<file path="config.mk">
export PLATFORM = sky130hd
export DESIGN_NAME = pie_top
export DESIGN_NICKNAME = d
export VERILOG_FILES = /design/src/design/pie_event_latch.v /design/src/design/pie_loop_tracker.v /design/src/design/pie_top.v
export VERILOG_INCLUDE_DIRS = /design/src /design/src/design
export SDC_FILE = /design/constraint.sdc
export NUM_CORES = 1
export LEC_CHECK = 0
export ABC_AREA = 1
export BUFFER_PORTS_ARGS = -buffer_cell sky130_fd_sc_hd__buf_2
export CAP_MARGIN = 40
export CELL_PAD_IN_SITES_DETAIL_PLACEMENT = 0
export CELL_PAD_IN_SITES_GLOBAL_PLACEMENT = 2
export CORE_MARGIN = 3
export CORE_UTILIZATION = 28
export DETAILED_ROUTE_END_ITERATION = 8
export PLACE_DENSITY = 0.89
export RECOVER_POWER = 100
export SLEW_MARGIN = 0
export SYNTH_ARGS = -nofsm -noshare
export SYNTH_HDL_FRONTEND = slang
export SYNTH_SLANG_ARGS = --single-unit
</file>
<file path="constraint.sdc">
create_clock -name mclk -period 1.86 [get_ports mclk]
set_input_delay 0 -clock mclk [delete_from_list [all_inputs] [get_ports mclk]]
set_output_delay 0 -clock mclk [all_outputs]
set_load 0.01 [all_outputs]
</file>
<file path="src/design/pie_map.vh">
/*
  register map, field positions and reset values of the waveform generator
  interrupt enable block.
  assumes: included by bare name from the design files under design/.
*/
`ifndef PIE_MAP_VH
`define PIE_MAP_VH

// bus geometry
`define PIE_ADDR_W          12
`define PIE_DATA_W          32

// register offsets (byte addresses)
`define PIE_OFS_DIRECT      12'h300
`define PIE_OFS_SET         12'h304
`define PIE_OFS_CLEAR       12'h308
`define PIE_OFS_STATUS      12'h30C
`define PIE_OFS_LOOPS       12'h310

// event bit positions, shared by the enable and status views
`define PIE_BIT_HALTED      1
`define PIE_BIT_BEGUN0      2
`define PIE_BIT_BEGUN1      3
`define PIE_BIT_FINISH0     4
`define PIE_BIT_FINISH1     5
`define PIE_BIT_PERIOD      6
`define PIE_BIT_LOOPS       7
`define PIE_BIT_LO          1
`define PIE_BIT_HI          7
`define PIE_NUM_EVT         7

// implemented bits of the event layout; bit 0 and bits 31:8 read zero
`define PIE_EVT_MASK        32'h000000FE

// reset values
`define PIE_RST_ENABLE      7'h00
`define PIE_RST_STATUS      7'h00
`define PIE_RST_LOOPS       16'h0000
`define PIE_RST_DATA        32'h00000000

// repeat count field
`define PIE_LOOPS_W         16

`endif

</file>
<file path="src/design/pie_event_latch.v">
/*
  sticky event flags, one per event, set by a hardware pulse and cleared
  as a group by a read of the status register.
  assumes: events and the clear strobe are single-cycle pulses on mclk.
*/
`timescale 1ns/1ps
`include "pie_map.vh"

module pie_event_latch #(
  parameter N = `PIE_NUM_EVT
) (
  input  wire         mclk,
  input  wire         rst,
  input  wire [N-1:0] evt,
  input  wire         clear,
  output wire [N-1:0] flag
);

  localparam [N-1:0] RST_FLAG = `PIE_RST_STATUS;

  ////////////////////////////////////////////////////////////////////////////
  // a new event in the clearing cycle survives the clear; each flag is its
  // own flop so that every register has a single driving process
  genvar i;
  generate
    for (i = 0; i < N; i = i + 1) begin : g_flag
      reg sticky;

      always @(posedge mclk) begin
        if (rst)
          sticky <= RST_FLAG[i];
        else if (evt[i])
          sticky <= 1'b1;
        else if (clear)
          sticky <= 1'b0;
      end

      assign flag[i] = sticky;
    end
  endgenerate

endmodule // pie_event_latch

</file>
<file path="src/design/pie_loop_tracker.v">
/*
  counts completions of the second sequence during a looped playback and
  pulses loops_done after the last one.
  assumes: play_start and seq1_done are single-cycle pulses on mclk from
  the sequencer; loop_count is stable software state.
*/
`timescale 1ns/1ps
`include "pie_map.vh"

module pie_loop_tracker #(
  parameter LW = `PIE_LOOPS_W
) (
  input  wire          mclk,
  input  wire          rst,
  input  wire          play_start,
  input  wire          seq1_done,
  input  wire [LW-1:0] loop_count,
  output reg           loops_done
);

  reg [LW-1:0] remaining;
  reg          armed;

  ////////////////////////////////////////////////////////////////////////////
  // the count is captured at playback start; later writes do not disturb
  // a playback already running
  always @(posedge mclk) begin
    if (rst) begin
      remaining  <= {LW{1'b0}};
      armed      <= 1'b0;
      loops_done <= 1'b0;
    end else begin
      loops_done <= 1'b0;
      if (play_start) begin
        remaining <= loop_count;
        armed     <= (loop_count != {LW{1'b0}});
      end else if (seq1_done && armed) begin
        if (remaining == {{(LW-1){1'b0}}, 1'b1}) begin
          armed      <= 1'b0;
          loops_done <= 1'b1;
        end
        remaining <= remaining - {{(LW-1){1'b0}}, 1'b1};
      end
    end
  end

endmodule // pie_loop_tracker

</file>
<file path="src/design/pie_top.v">
/*
  interrupt enable block of the waveform generator: the enable mask with
  its direct, set and clear views, sticky event status cleared on read,
  the looped-playback completion event and the interrupt output.
  assumes: one clock mclk at 50 MHz, synchronous active-high rst, event
  pulses from sequencer logic on the same clock, a simple register port
  whose strobes are one cycle long and never both high.
*/
`timescale 1ns/1ps
`include "pie_map.vh"

module pie_top #(
  parameter AW = `PIE_ADDR_W,
  parameter DW = `PIE_DATA_W,
  parameter LW = `PIE_LOOPS_W
) (
  input  wire          mclk,
  input  wire          rst,
  // register port
  input  wire [AW-1:0] reg_addr,
  input  wire [DW-1:0] reg_wdata,
  input  wire          reg_wr,
  input  wire          reg_rd,
  output reg  [DW-1:0] reg_rdata,
  // event pulses from the generator
  input  wire          halted_event,
  input  wire [1:0]    sequence_begun_event,
  input  wire [1:0]    sequence_finished_event,
  input  wire          period_finished_event,
  input  wire          playback_start,
  // derived event, enable state and interrupt
  output wire          loops_completed_event,
  output wire [6:0]    enable_state,
  output wire          irq
);

  ////////////////////////////////////////////////////////////////////////////
  // event positions and read-word padding

  localparam NE         = `PIE_NUM_EVT;
  localparam IX_HALTED  = `PIE_BIT_HALTED - `PIE_BIT_LO;
  localparam IX_BEGUN0  = `PIE_BIT_BEGUN0 - `PIE_BIT_LO;
  localparam IX_BEGUN1  = `PIE_BIT_BEGUN1 - `PIE_BIT_LO;
  localparam IX_FINISH0 = `PIE_BIT_FINISH0 - `PIE_BIT_LO;
  localparam IX_FINISH1 = `PIE_BIT_FINISH1 - `PIE_BIT_LO;
  localparam IX_PERIOD  = `PIE_BIT_PERIOD - `PIE_BIT_LO;
  localparam IX_LOOPS   = `PIE_BIT_LOOPS - `PIE_BIT_LO;
  localparam PAD_HI     = DW - `PIE_BIT_HI - 1;
  localparam PAD_LO     = `PIE_BIT_LO;
  localparam PAD_LOOPS  = DW - LW;

  localparam [NE-1:0] RST_ENABLE = `PIE_RST_ENABLE;

  ////////////////////////////////////////////////////////////////////////////
  // state

  wire [NE-1:0] enable;
  reg  [LW-1:0] loop_count;
  reg  [DW-1:0] next_rdata;

  wire [NE-1:0] evt_vec;
  wire [NE-1:0] status;
  wire [NE-1:0] pending;
  wire [NE-1:0] wbits;
  wire [NE-1:0] set_bits;
  wire [NE-1:0] clear_bits;
  wire [DW-1:0] view_mask;
  wire [DW-1:0] view_status;
  wire [DW-1:0] view_loops;
  wire          status_read;
  wire          loops_pulse;

  ////////////////////////////////////////////////////////////////////////////
  // address decode

  wire hit_direct = (reg_addr == `PIE_OFS_DIRECT);
  wire hit_set    = (reg_addr == `PIE_OFS_SET);
  wire hit_clear  = (reg_addr == `PIE_OFS_CLEAR);
  wire hit_status = (reg_addr == `PIE_OFS_STATUS);
  wire hit_loops  = (reg_addr == `PIE_OFS_LOOPS);

  wire wr_direct  = reg_wr && hit_direct;
  wire wr_set     = reg_wr && hit_set;
  wire wr_clear   = reg_wr && hit_clear;
  wire wr_loops   = reg_wr && hit_loops;

  // only the implemented event bits of a write are looked at
  assign wbits = reg_wdata[`PIE_BIT_HI:`PIE_BIT_LO];

  // a view's operand is zero unless that view is written this cycle
  assign set_bits   = wr_set   ? wbits : {NE{1'b0}};
  assign clear_bits = wr_clear ? wbits : {NE{1'b0}};

  ////////////////////////////////////////////////////////////////////////////
  // looped playback completion

  pie_loop_tracker #(
    .LW (LW)
  ) u_loops (
    .mclk       (mclk),
    .rst        (rst),
    .play_start (playback_start),
    .seq1_done  (sequence_finished_event[1]),
    .loop_count (loop_count),
    .loops_done (loops_pulse)
  );

  assign loops_completed_event = loops_pulse;

  ////////////////////////////////////////////////////////////////////////////
  // enable mask
  // one mask behind three views; the strobes never coincide, so the views
  // need no priority among themselves

  // per bit, a zero in a set or clear write leaves the bit as it was
  genvar b;
  generate
    for (b = 0; b < NE; b = b + 1) begin : g_mask
      reg mask_bit;
      reg next_mask_bit;

      always @* begin
        next_mask_bit = mask_bit;
        if (wr_direct)
          next_mask_bit = wbits[b];
        else if (set_bits[b])
          next_mask_bit = 1'b1;
        else if (clear_bits[b])
          next_mask_bit = 1'b0;
      end

      always @(posedge mclk) begin
        if (rst)
          mask_bit <= RST_ENABLE[b];
        else
          mask_bit <= next_mask_bit;
      end

      assign enable[b] = mask_bit;
    end
  endgenerate

  assign enable_state = enable;

  ////////////////////////////////////////////////////////////////////////////
  // repeat count used by the completion tracker

  always @(posedge mclk) begin
    if (rst)
      loop_count <= `PIE_RST_LOOPS;
    else if (wr_loops)
      loop_count <= reg_wdata[LW-1:0];
  end

  ////////////////////////////////////////////////////////////////////////////
  // sticky status, cleared by reading it

  assign evt_vec[IX_HALTED]  = halted_event;
  assign evt_vec[IX_BEGUN0]  = sequence_begun_event[0];
  assign evt_vec[IX_BEGUN1]  = sequence_begun_event[1];
  assign evt_vec[IX_FINISH0] = sequence_finished_event[0];
  assign evt_vec[IX_FINISH1] = sequence_finished_event[1];
  assign evt_vec[IX_PERIOD]  = period_finished_event;
  assign evt_vec[IX_LOOPS]   = loops_pulse;

  assign status_read = reg_rd && hit_status;

  // events are recorded whether enabled or not; the mask only gates irq
  pie_event_latch #(
    .N (`PIE_NUM_EVT)
  ) u_status (
    .mclk  (mclk),
    .rst   (rst),
    .evt   (evt_vec),
    .clear (status_read),
    .flag  (status)
  );

  // an event recorded while masked raises irq as soon as it is enabled
  assign pending = status & enable;
  assign irq     = |pending;

  ////////////////////////////////////////////////////////////////////////////
  // read path: data stand for exactly the cycle after the strobe; the
  // direct, set and clear addresses all show the one live mask

  assign view_mask   = {{PAD_HI{1'b0}}, enable, {PAD_LO{1'b0}}};
  assign view_status = {{PAD_HI{1'b0}}, status, {PAD_LO{1'b0}}};
  assign view_loops  = {{PAD_LOOPS{1'b0}}, loop_count};

  always @* begin
    next_rdata = `PIE_RST_DATA;
    if (reg_rd) begin
      case (reg_addr)
        `PIE_OFS_DIRECT: next_rdata = view_mask;
        `PIE_OFS_SET:    next_rdata = view_mask;
        `PIE_OFS_CLEAR:  next_rdata = view_mask;
        `PIE_OFS_STATUS: next_rdata = view_status;
        `PIE_OFS_LOOPS:  next_rdata = view_loops;
        default:         next_rdata = `PIE_RST_DATA;
      endcase
    end
  end

  always @(posedge mclk) begin
    if (rst)
      reg_rdata <= `PIE_RST_DATA;
    else
      reg_rdata <= next_rdata;
  end

endmodule // pie_top

</file>
# Word-level counts from Yosys, hierarchy flattened
# Index checks and enable logic that the tools add are counted.
[totals]
register_bits = 80
in_bits = 55
output_inout_bits = 41
wordCells = 95
[classes]
addsub = 1
n_eq_ne = 6
muxes = 38
bitwise = 3
reduce_logical = 28
[op_table]
columns = ["cell", "n"]
rows = [
  ["12-bit by 10-bit equality test with 1-bit output, second input constant", 5],
  ["16-bit case mux with 3 select lines", 1],
  ["1-bit two-way mux", 33],
  ["16-bit two-way mux", 2],
  ["3-bit nonzero test", 7],
  ["2-bit nonzero test", 9],
  ["16-bit by 1-bit equality test with 1-bit output, second input constant", 1],
  ["16-bit nonzero test", 1],
  ["16-bit by 1-bit subtractor with 16-bit output, second input constant", 1],
  ["7-bit two-way mux", 2],
  ["7-bit bitwise AND", 1],
  ["7-bit OR reduction", 1],
  ["1-bit logical AND", 6],
  ["3-bit OR reduction", 2],
  ["1-bit inverter", 2],
  ["2-bit AND reduction", 1],
  ["2-bit OR reduction", 1],
]

# Depth between registers and ports, before layout
# Gate-level depths: netlist of run 1.
[logic_depth]
ltp_word = 6
depth_mapped = 9
depth_no_buf = 9

# Cells and area by module
# From an unflattened synthesis of run 1, not the netlist that was laid out.
[unflattened]
cells_unflattened = 529
hier_area_um2 = 3599.7
[by_module_without_submodules]
columns = ["mod", "n_inst", "cells_each", "area_each_um2", "seq_area_each_um2"]
rows = [
  ["pie_top", 1, 293, 2058.2, 780.7],
  ["pie_loop_tracker", 1, 200, 1257.5, 360.3],
  ["pie_event_latch", 1, 36, 284.0, 140.1],
]

# Least setup slack after synthesis of run 1
# No wires, ideal clock.
[synth_timing]
path_type = "reg-to-reg"
startpoint = "reg u_loops.remaining[0]"
endpoint = "reg u_loops.remaining[10]"
setup_ns = 0.109
t_arrival_ns = 1.180
slack_ns = 0.572
stages_incl_launch_ff = 10
n_path_buf = 0
path_cell_list = "dfxtp_1 > inv_1 > ha_1 > nand2_1 > nor2_2 > nand3_1 > nand2_1 > nand3_1 > nand2_1 > inv_1"
[synth_between]
elab_chain_cells = 3
[synth_rtl]
columns = ["element", "line_no", "rtl"]
rows = [
  ["start, declared", "pie_loop_tracker.v:21", "reg [LW-1:0] remaining;"],
  ["start signal, assigned", "pie_loop_tracker.v:29", "remaining <= {LW{1'b0}};"],
  ["start signal, assigned", "pie_loop_tracker.v:35", "remaining <= loop_count;"],
  ["start signal, assigned", "pie_loop_tracker.v:42", "remaining <= remaining - {{(LW-1){1'b0}}, 1'b1};"],
  ["16-bit by 1-bit subtractor with 16-bit output", "pie_loop_tracker.v:42", ""],
  ["16-bit two-way mux", "pie_loop_tracker.v:37", "end else if (seq1_done && armed) begin"],
  ["16-bit two-way mux", "pie_loop_tracker.v:34", "if (play_start) begin"],
]
# Every way passes these cells. The select of a mux whose other input is x is not followed.
# A chain may end at the register's enable or synchronous reset.

# Worst setup path after layout of run 1
# Same ends and word-level chain as after synthesis.

==> impl_metrics.tcl, run 1 <==
set metrics [dict create \
    status "completed" \
    dieArea_um2 13430 \
    avgSynthCellArea_um2 7.255 \
    ys_warn_count 0 \
    required_ps 2100 \
    ys_async_sr_fraction_pct 0 \
    crit_slowest_cell "dfxtp_1" \
    cp_common_cell "nand2_1" \
    first_pass_iters 6 \
    start_kind "register" \
    crit_type "register to register" \
    crit_path_max_incr_delay_ps 330 \
    setup_violations 0 \
    ios 96 \
    path_clk_slew_ps 60 \
    drive_gt1_share_pct 13.45 \
    fin_crit_sh_pct 83.84 \
    leakage_uw 0.001773 \
    htreeDepth 3 \
    powerDensity_nw_per_um2 832.6 \
    hold_viol_final 0 \
    max_freq_ghz 0.6413 \
    start_util_pct 29.11 \
    r2r_slack_ps 300 \
    wl_um 9730 \
    path_cells "inv_1 > ha_1 > nand2_1 > nor2_1 > nand3_1 > nand2_1 > nand3_1 > nand2_1 > inv_1" \
    grt.overflow.total 0 \
    synth_area_um2 3381 \
    worstReg2RegStart "u_loops.remaining[0]" \
    final.setup.tns_ps 0 \
    max-cap-violations 0 \
    drc_errors 0 \
    hp-start "playback_start" \
    cts_max_path_buffers 2 \
    crit_arrival_ps 1800 \
    synth_cell_types 37 \
    portBuffers 63 \
    core_area_um2 11610 \
    endpoint_kind "register" \
    slew_violations 0 \
    antenna_cells 0 \
    numCtsBuffers 9 \
    irDropWorstVdd_mv 0.4231 \
    clock_skew_ps 8.683 \
    slew_headroom_pct 48.47 \
    die_w_um 115.9 \
    rsz0062_at_grt "false" \
    placed_area_um2 3704 \
    cts_root_buffer "clkbuf_16" \
    grt_pass1_vias 3063 \
    seq_area_frac_synth_pct 37.90 \
    worst_r2r_path_depth 9 \
    post_cts_buffers 0 \
    r2r_end "u_loops.remaining[10]" \
    gp_congestion 0.8298 \
    period_minus_slack_ps 1559 \
    hold_class "input pin to register" \
    rows 39 \
    ant_nets 0 \
    grt_pass1_wl_um 15570 \
    fin_area_um2 4129 \
    postSynthCellCount 466 \
    final_nets 602 \
    antenna_found_initial 0 \
    grt_usage_pct 14.68 \
    synth.ff_latch_count 64 \
    grt_max_degree 33 \
    synth-edff-count 0 \
    die_y_um 115.9 \
    wl_per_cell_um 14.04 \
    viasPerCell 4.817 \
    synth-main-ff-cell "dfxtp_1" \
    clock-sinks 64 \
    cts_tree "yes" \
    hold_end "u_loops.remaining[3]" \
    cp_max_fo 6 \
    holdPathStages 3 \
    place_hpwl_um 6963 \
    ctsResizeCount 0 \
    dr.first_iter.drc_count 177 \
    worst_pin_slew_ps 772.9 \
    syn2layout_area_growth_pct 22.13 \
    dr_total_vias 3338 \
    insertion_delay_ps 330 \
]
==> repair_timing <==
action | in CTS | in global routing
hold buffers | 22 | 0
endpoints found under the hold margin | 28 | 0
endpoints found under the setup margin | 0 | 0
==> worst max-delay path: cells and delay by family, from the launching register on <==
kind | cells | cell delay [ps]
adder cells (fa/ha/maj) | 1 | 190
buffers and inverters | 2 | 170
flip-flops | 1 | 330
AND/OR/NAND/NOR | 6 | 770
==> sequential cells by signal, summed over array words and instances, names as in the netlist <==
signal / count
u_loops.armed: 1
u_loops.remaining: 16
u_loops.loops_done: 1
loop_count: 16
u_status.g_flag.sticky: 7
g_mask.mask_bit: 7
reg_rdata: 16
==> synthesized netlist by cell type, types with 2 or more instances <==
library cell / number / share of area, %
inv_2: 2 / 0.22
o21ai_0: 10 / 1.5
buf_6: 6 / 2.0
nand3_1: 34 / 5.0
inv_1: 55 / 6.1
nor2_1: 40 / 4.4
a21oi_1: 40 / 5.9
dfxtp_1: 64 / 38
nor3_1: 11 / 1.6
nor2_4: 4 / 1.3
buf_2: 5 / 0.74
a21oi_2: 2 / 0.52
o21ai_2: 4 / 1.0
nand2_2: 5 / 0.93
ha_1: 2 / 0.74
a21boi_0: 7 / 1.6
clkbuf_1: 6 / 0.67
nor2_2: 4 / 0.74
nand2_1: 75 / 8.3
a31oi_1: 2 / 0.37
buf_4: 23 / 5.1
o21ai_1: 11 / 1.6
o22ai_1: 6 / 1.1
nand4_1: 35 / 6.5
==> per-layer routing <==
metal | part of all wire (%) | wire [um] | vias to the layer above | track usage (%)
li1 | - | - | 1682 | -
met1 | 48 | 4663 | 1524 | 20.57
met2 | 45 | 4399 | 119 | 22.82
met3 | 5.5 | 539 | 13 | 2.559
met4 | 1.3 | 128 | 0 | 4.950
met5 | 0 | 0 | - | 0
==> metrics by stage <==
step           hold WS (ps)  std cells  util, %  worst slack, ps  total power [uW]
2_1_floorplan         117.4        481        -            571.6              1641
3_3_place_gp          206.2        655    31.89            381.1              1723
3_5_place_dp          214.8        655    31.89            393.8              1727
4_1_cts               43.81        693    36.39            377.4              3481
5_1_grt               93.67        693    35.55            88.92              3568
6_report              92.88        693    35.55            300.6              3438
==> power breakdown <==
part / total (uW) / internal (uW) / switching [uW]
Sequential: 1410 / 1390 / 15.9
Clock: 1720 / 1050 / 664
Combinational: 317 / 116 / 201
==> layout by cell type, fill, tap and decap left out, types with 6 or more instances in the layout <==
cell type,n
a21boi_0,7
a21oi_1,41
buf_2,36
buf_4,6
clkbuf_1,28
clkbuf_16,9
conb_1,16
dfxtp_1,64
dlygate4sd3_1,22
inv_1,55
nand2_1,76
nand3_1,34
nand4_1,36
nor2_1,44
nor3_1,11
o21ai_0,23
o22ai_1,6
==> layout make-up <==
| class | instances | area [um^2] |
|---|---|---|
| timing repair buffer | 93 | 555.5 |
| multi-input combinational | 320 | 1597 |
| clock buffer | 9 | 225.2 |
| sequential | 64 | 1281 |
| inverter | 57 | 214.0 |
| fill | 1262 | 7485 |
| tap | 143 | 178.9 |
| clock inverter | 7 | 77.57 |
==> kinds of logic after synthesis <==
group	after synthesis	share of synthesized area, %
other	1	0.1109
flip-flops	64	37.90
adder cells (fa/ha/maj)	2	0.7401
buffers and inverters	97	14.84
AND/OR/NAND/NOR	214	31.09
XOR/XNOR	1	0.2591
AO/OA/AOI/OAI	87	15.06
==> worst max path at each step <==
stage	start	endpoint	slack, ps
floorplan	u_loops.remaining[0]	u_loops.remaining[10]	570
CTS	u_loops.remaining[0]	u_loops.remaining[10]	380
detailed placement	u_loops.remaining[0]	u_loops.remaining[10]	390
finish	u_loops.remaining[0]	u_loops.remaining[10]	300
global placement	u_loops.remaining[0]	u_loops.remaining[10]	380
global route	u_loops.remaining[0]	u_loops.remaining[10]	90
(Power assumes the default switching activity.)
==> run 2, diff against run 1 <==
--- a/config.mk
+++ b/config.mk
@@ -6,15 +6,15 @@
 export SDC_FILE = /design/constraint.sdc
 export NUM_CORES = 1
 export LEC_CHECK = 0
-export ABC_AREA = 1
+export ABC_AREA = 0
 export BUFFER_PORTS_ARGS = -buffer_cell sky130_fd_sc_hd__buf_2
 export CAP_MARGIN = 40
 export CELL_PAD_IN_SITES_DETAIL_PLACEMENT = 0
 export CELL_PAD_IN_SITES_GLOBAL_PLACEMENT = 2
 export CORE_MARGIN = 3
-export CORE_UTILIZATION = 28
+export CORE_UTILIZATION = 30
 export DETAILED_ROUTE_END_ITERATION = 8
-export PLACE_DENSITY = 0.89
+export PLACE_DENSITY = 0.9
 export RECOVER_POWER = 100
 export SLEW_MARGIN = 0
 export SYNTH_ARGS = -nofsm -noshare
==> constraint.sdc (replaced) <==
create_clock -name mclk -period 1.6 [get_ports mclk]
set_input_delay 0 -clock mclk [delete_from_list [all_inputs] [get_ports mclk]]
set_output_delay 0 -clock mclk [all_outputs]
set_load 0.01 [all_outputs]
==> impl_metrics.tcl, run 2 <==
set metrics [dict create \
    status "finished, violations left" \
    violations "setup timing" \
    start_kind "register" \
    hp-start "rst" \
    first_pass_iters 4 \
    synthTopCellsByCount "dfxtp_1 (64), nor2_1 (41), buf_4 (23), mux2i_1 (16), a21oi_1 (13)" \
    synth_top_family_by_area "simple AND/OR/NAND/NOR gates" \
    p_sw_uw 812.9 \
    wl_um 8086 \
    dieArea_um2 11250 \
    start_util_pct 31.61 \
    required_ps 1850 \
    setup_violations 3 \
    r2r_slack_ps -20 \
    period_minus_slack_ps 1620 \
    antenna_found_initial 0 \
    worstReg2RegStart "u_loops.remaining[3]" \
    setup_slack_ps -20.45 \
    final_common_cell "dfxtp_1" \
    mostFrequentLayoutCells "dfxtp_1 (61), nor2_1 (41), buf_2 (37)" \
    synth_cell_types 53 \
    sw_frac_of_total_pct 22.70 \
    fin_crit_sh_pct 101.3 \
    ios 96 \
    synth-edff-count 0 \
    rsz0062_at_grt "true" \
    synth.top_cell.area_share_pct 42.65 \
    grt_pass1_vias 2741 \
    avgSynthCellArea_um2 9.359 \
    synth-main-ff-cell "dfxtp_1" \
    fillers 947 \
    wl_per_cell_um 14.34 \
    p_int_uw 2769 \
    postSynthCellCount 321 \
    yosys.cell_count.top_type "dfxtp_1" \
    biggestRegsByFlops "loop_count (16), reg_rdata (16), u_loops.remaining (16)" \
    ant_nets 0 \
    viasPerCell 4.809 \
    yosys.area_share.adder_pct 0.8330 \
    clock_skew_ps 7.975 \
    path_clk_slew_ps 70 \
    cts_root_buffer "clkbuf_8" \
    max-cap-violations 0 \
    ys_warn_count 0 \
    cts_tree "yes" \
    p_total_uw 3582 \
    max_freq_ghz 0.6171 \
    r2r_end "u_loops.remaining[6]" \
    synth-xor-area-share_pct 2.624 \
    synth_top_cell_by_area "dfxtp_1" \
    die_y_um 106.1 \
    slew_violations 0 \
    dr.first_iter.drc_count 149 \
    hold_viol_final 0 \
    worst_r2r_path_depth 3 \
    cp_max_fo 6 \
    final_nets 488 \
    grt_usage_pct 14.73 \
    yosys-top-cells-area "dfxtp_1 (43%), buf_4 (5.7%), mux2i_1 (5.3%), nor2_1 (5.1%), a21bo_2 (2.3%)" \
    rows 35 \
    crit_type "register to register" \
    holdPathStages 2 \
    synth_simple_gate_area_share_pct 22.74 \
    endpoint_kind "register" \
    cts_max_path_buffers 2 \
    powerDensity_nw_per_um2 881.6 \
    grt_pass1_wl_um 13260 \
    grt_max_degree 29 \
    synth_compound_area_share_pct 16.66 \
    hold_class "input pin to register" \
    fin_util_pct 42.75 \
    path_cells "or4_4 > or3_1 > a311oi_1" \
    numCtsBuffers 9 \
    portBuffers 63 \
    pwr-share-seq_pct 46.2 \
    dr_total_vias 2712 \
    p_clk_share_pct 42.6 \
    leakage_uw 0.001673 \
    insertion_delay_ps 340 \
    hold_end "loop_count[12]" \
    ys_async_sr_fraction_pct 0 \
    synth_area_um2 3004 \
    irDropWorstVdd_mv 0.3168 \
    crit_slowest_cell "or4_4" \
    p_comb_share_pct 11.2 \
    synth.ff_latch_count 64 \
    crit_arrival_ps 1870 \
    place_hpwl_um 6004 \
    seq_area_frac_synth_pct 42.65 \
    gp_congestion 0.8541 \
    antenna_cells 0 \
    syn2layout_area_growth_pct 35.24 \
    htreeDepth 3 \
    clock-sinks 64 \
    core_area_um2 9503 \
    grt.overflow.total 0 \
    drive_gt1_share_pct 25.75 \
    die_w_um 106.1 \
    drc_errors 0 \
    synth.mux.area_fraction_pct 5.706 \
    crit_path_max_incr_delay_ps 590 \
]
-- run 2: routing by layer --
metal	vias up	part of all wire, %	track usage, %
met5	-	0	0
met4	0	1.4	6.013
met3	10	3.9	3.764
met2	58	49	24.68
met1	1286	45	17.97
li1	1358	-	-
-- run 2: kinds of logic (layout without fill, tap and decap cells) --
group / after synthesis / count (layout)
XOR/XNOR: 9 / 9
adder cells (fa/ha/maj): 2 / 2
buffers and inverters: 44 / 143
AND/OR/NAND/NOR: 116 / 116
multiplexers: 17 / 17
other: 1 / 16
flip-flops: 64 / 64
AO/OA/AOI/OAI: 68 / 68
-- run 2: timing repair --
item	CTS	global route
endpoints found under the setup margin	12	13
hold endpoints to repair	29	0
hold buffers	24	0
buffers inserted	0	1
pin swaps	5	4
resized for setup	11	8
-- run 2: power groups by stage --
stage / clock network (uW) / registers [uW] / logic (uW)
after CTS: 1580 / 1650 / 397
after global routing: 1650 / 1660 / 444
final: 1530 / 1650 / 401
after floorplan: 0 / 1680 / 208
after global placement: 0 / 1680 / 328
after detailed placement: 0 / 1680 / 333
-- run 2: cell type report --
| class | count | area, um^2 | share of cell area (%) |
|---|---|---|---|
| multi-input combinational | 228 | 1598 | 39.33 |
| sequential | 64 | 1287 | 31.69 |
| timing repair buffer | 120 | 765.7 | 18.85 |
| tap | 129 | 161.4 | 3.973 |
| clock buffer | 12 | 155.1 | 3.819 |
| clock inverter | 3 | 65.06 | 1.601 |
| inverter | 8 | 30.03 | 0.7391 |
-- run 2: through the flow --
step           TNS (ps)  std cells  cell area (um^2)  hold slack, ps  worst slack (ps)
2_1_floorplan    -30.96        336              3060           117.4            -24.92
3_3_place_gp     -883.3        525              3567           209.1            -258.4
3_5_place_dp      -1205        525              3567           224.3            -271.2
4_1_cts          -132.2        564              4104           1.539            -59.67
5_1_grt          -519.1        564              4063           15.75            -75.30
6_report         -35.17        564              4063           28.27            -20.45
-- run 2: worst max-delay path: cells and delay by family, from the launching register on --
| family | cells | cell delay, ps |
|---|---|---|
| simple gates | 2 | 930 |
| flops | 1 | 340 |
| compound gates | 1 | 260 |
-- run 2: how the worst max path moves through the flow --
stage | startpoint | to | slack (ps) | cells past startpoint
after detailed placement | u_loops.remaining[2] | u_loops.loops_done | -270 | 6
after global routing | u_loops.remaining[3] | u_loops.remaining[6] | -80 | 3
after CTS | u_loops.remaining[3] | u_loops.remaining[6] | -60 | 3
after floorplan | u_loops.remaining[3] | u_loops.remaining[6] | -20 | 4
after global placement | u_loops.remaining[2] | u_loops.loops_done | -260 | 6
final | u_loops.remaining[3] | u_loops.remaining[6] | -20 | 3
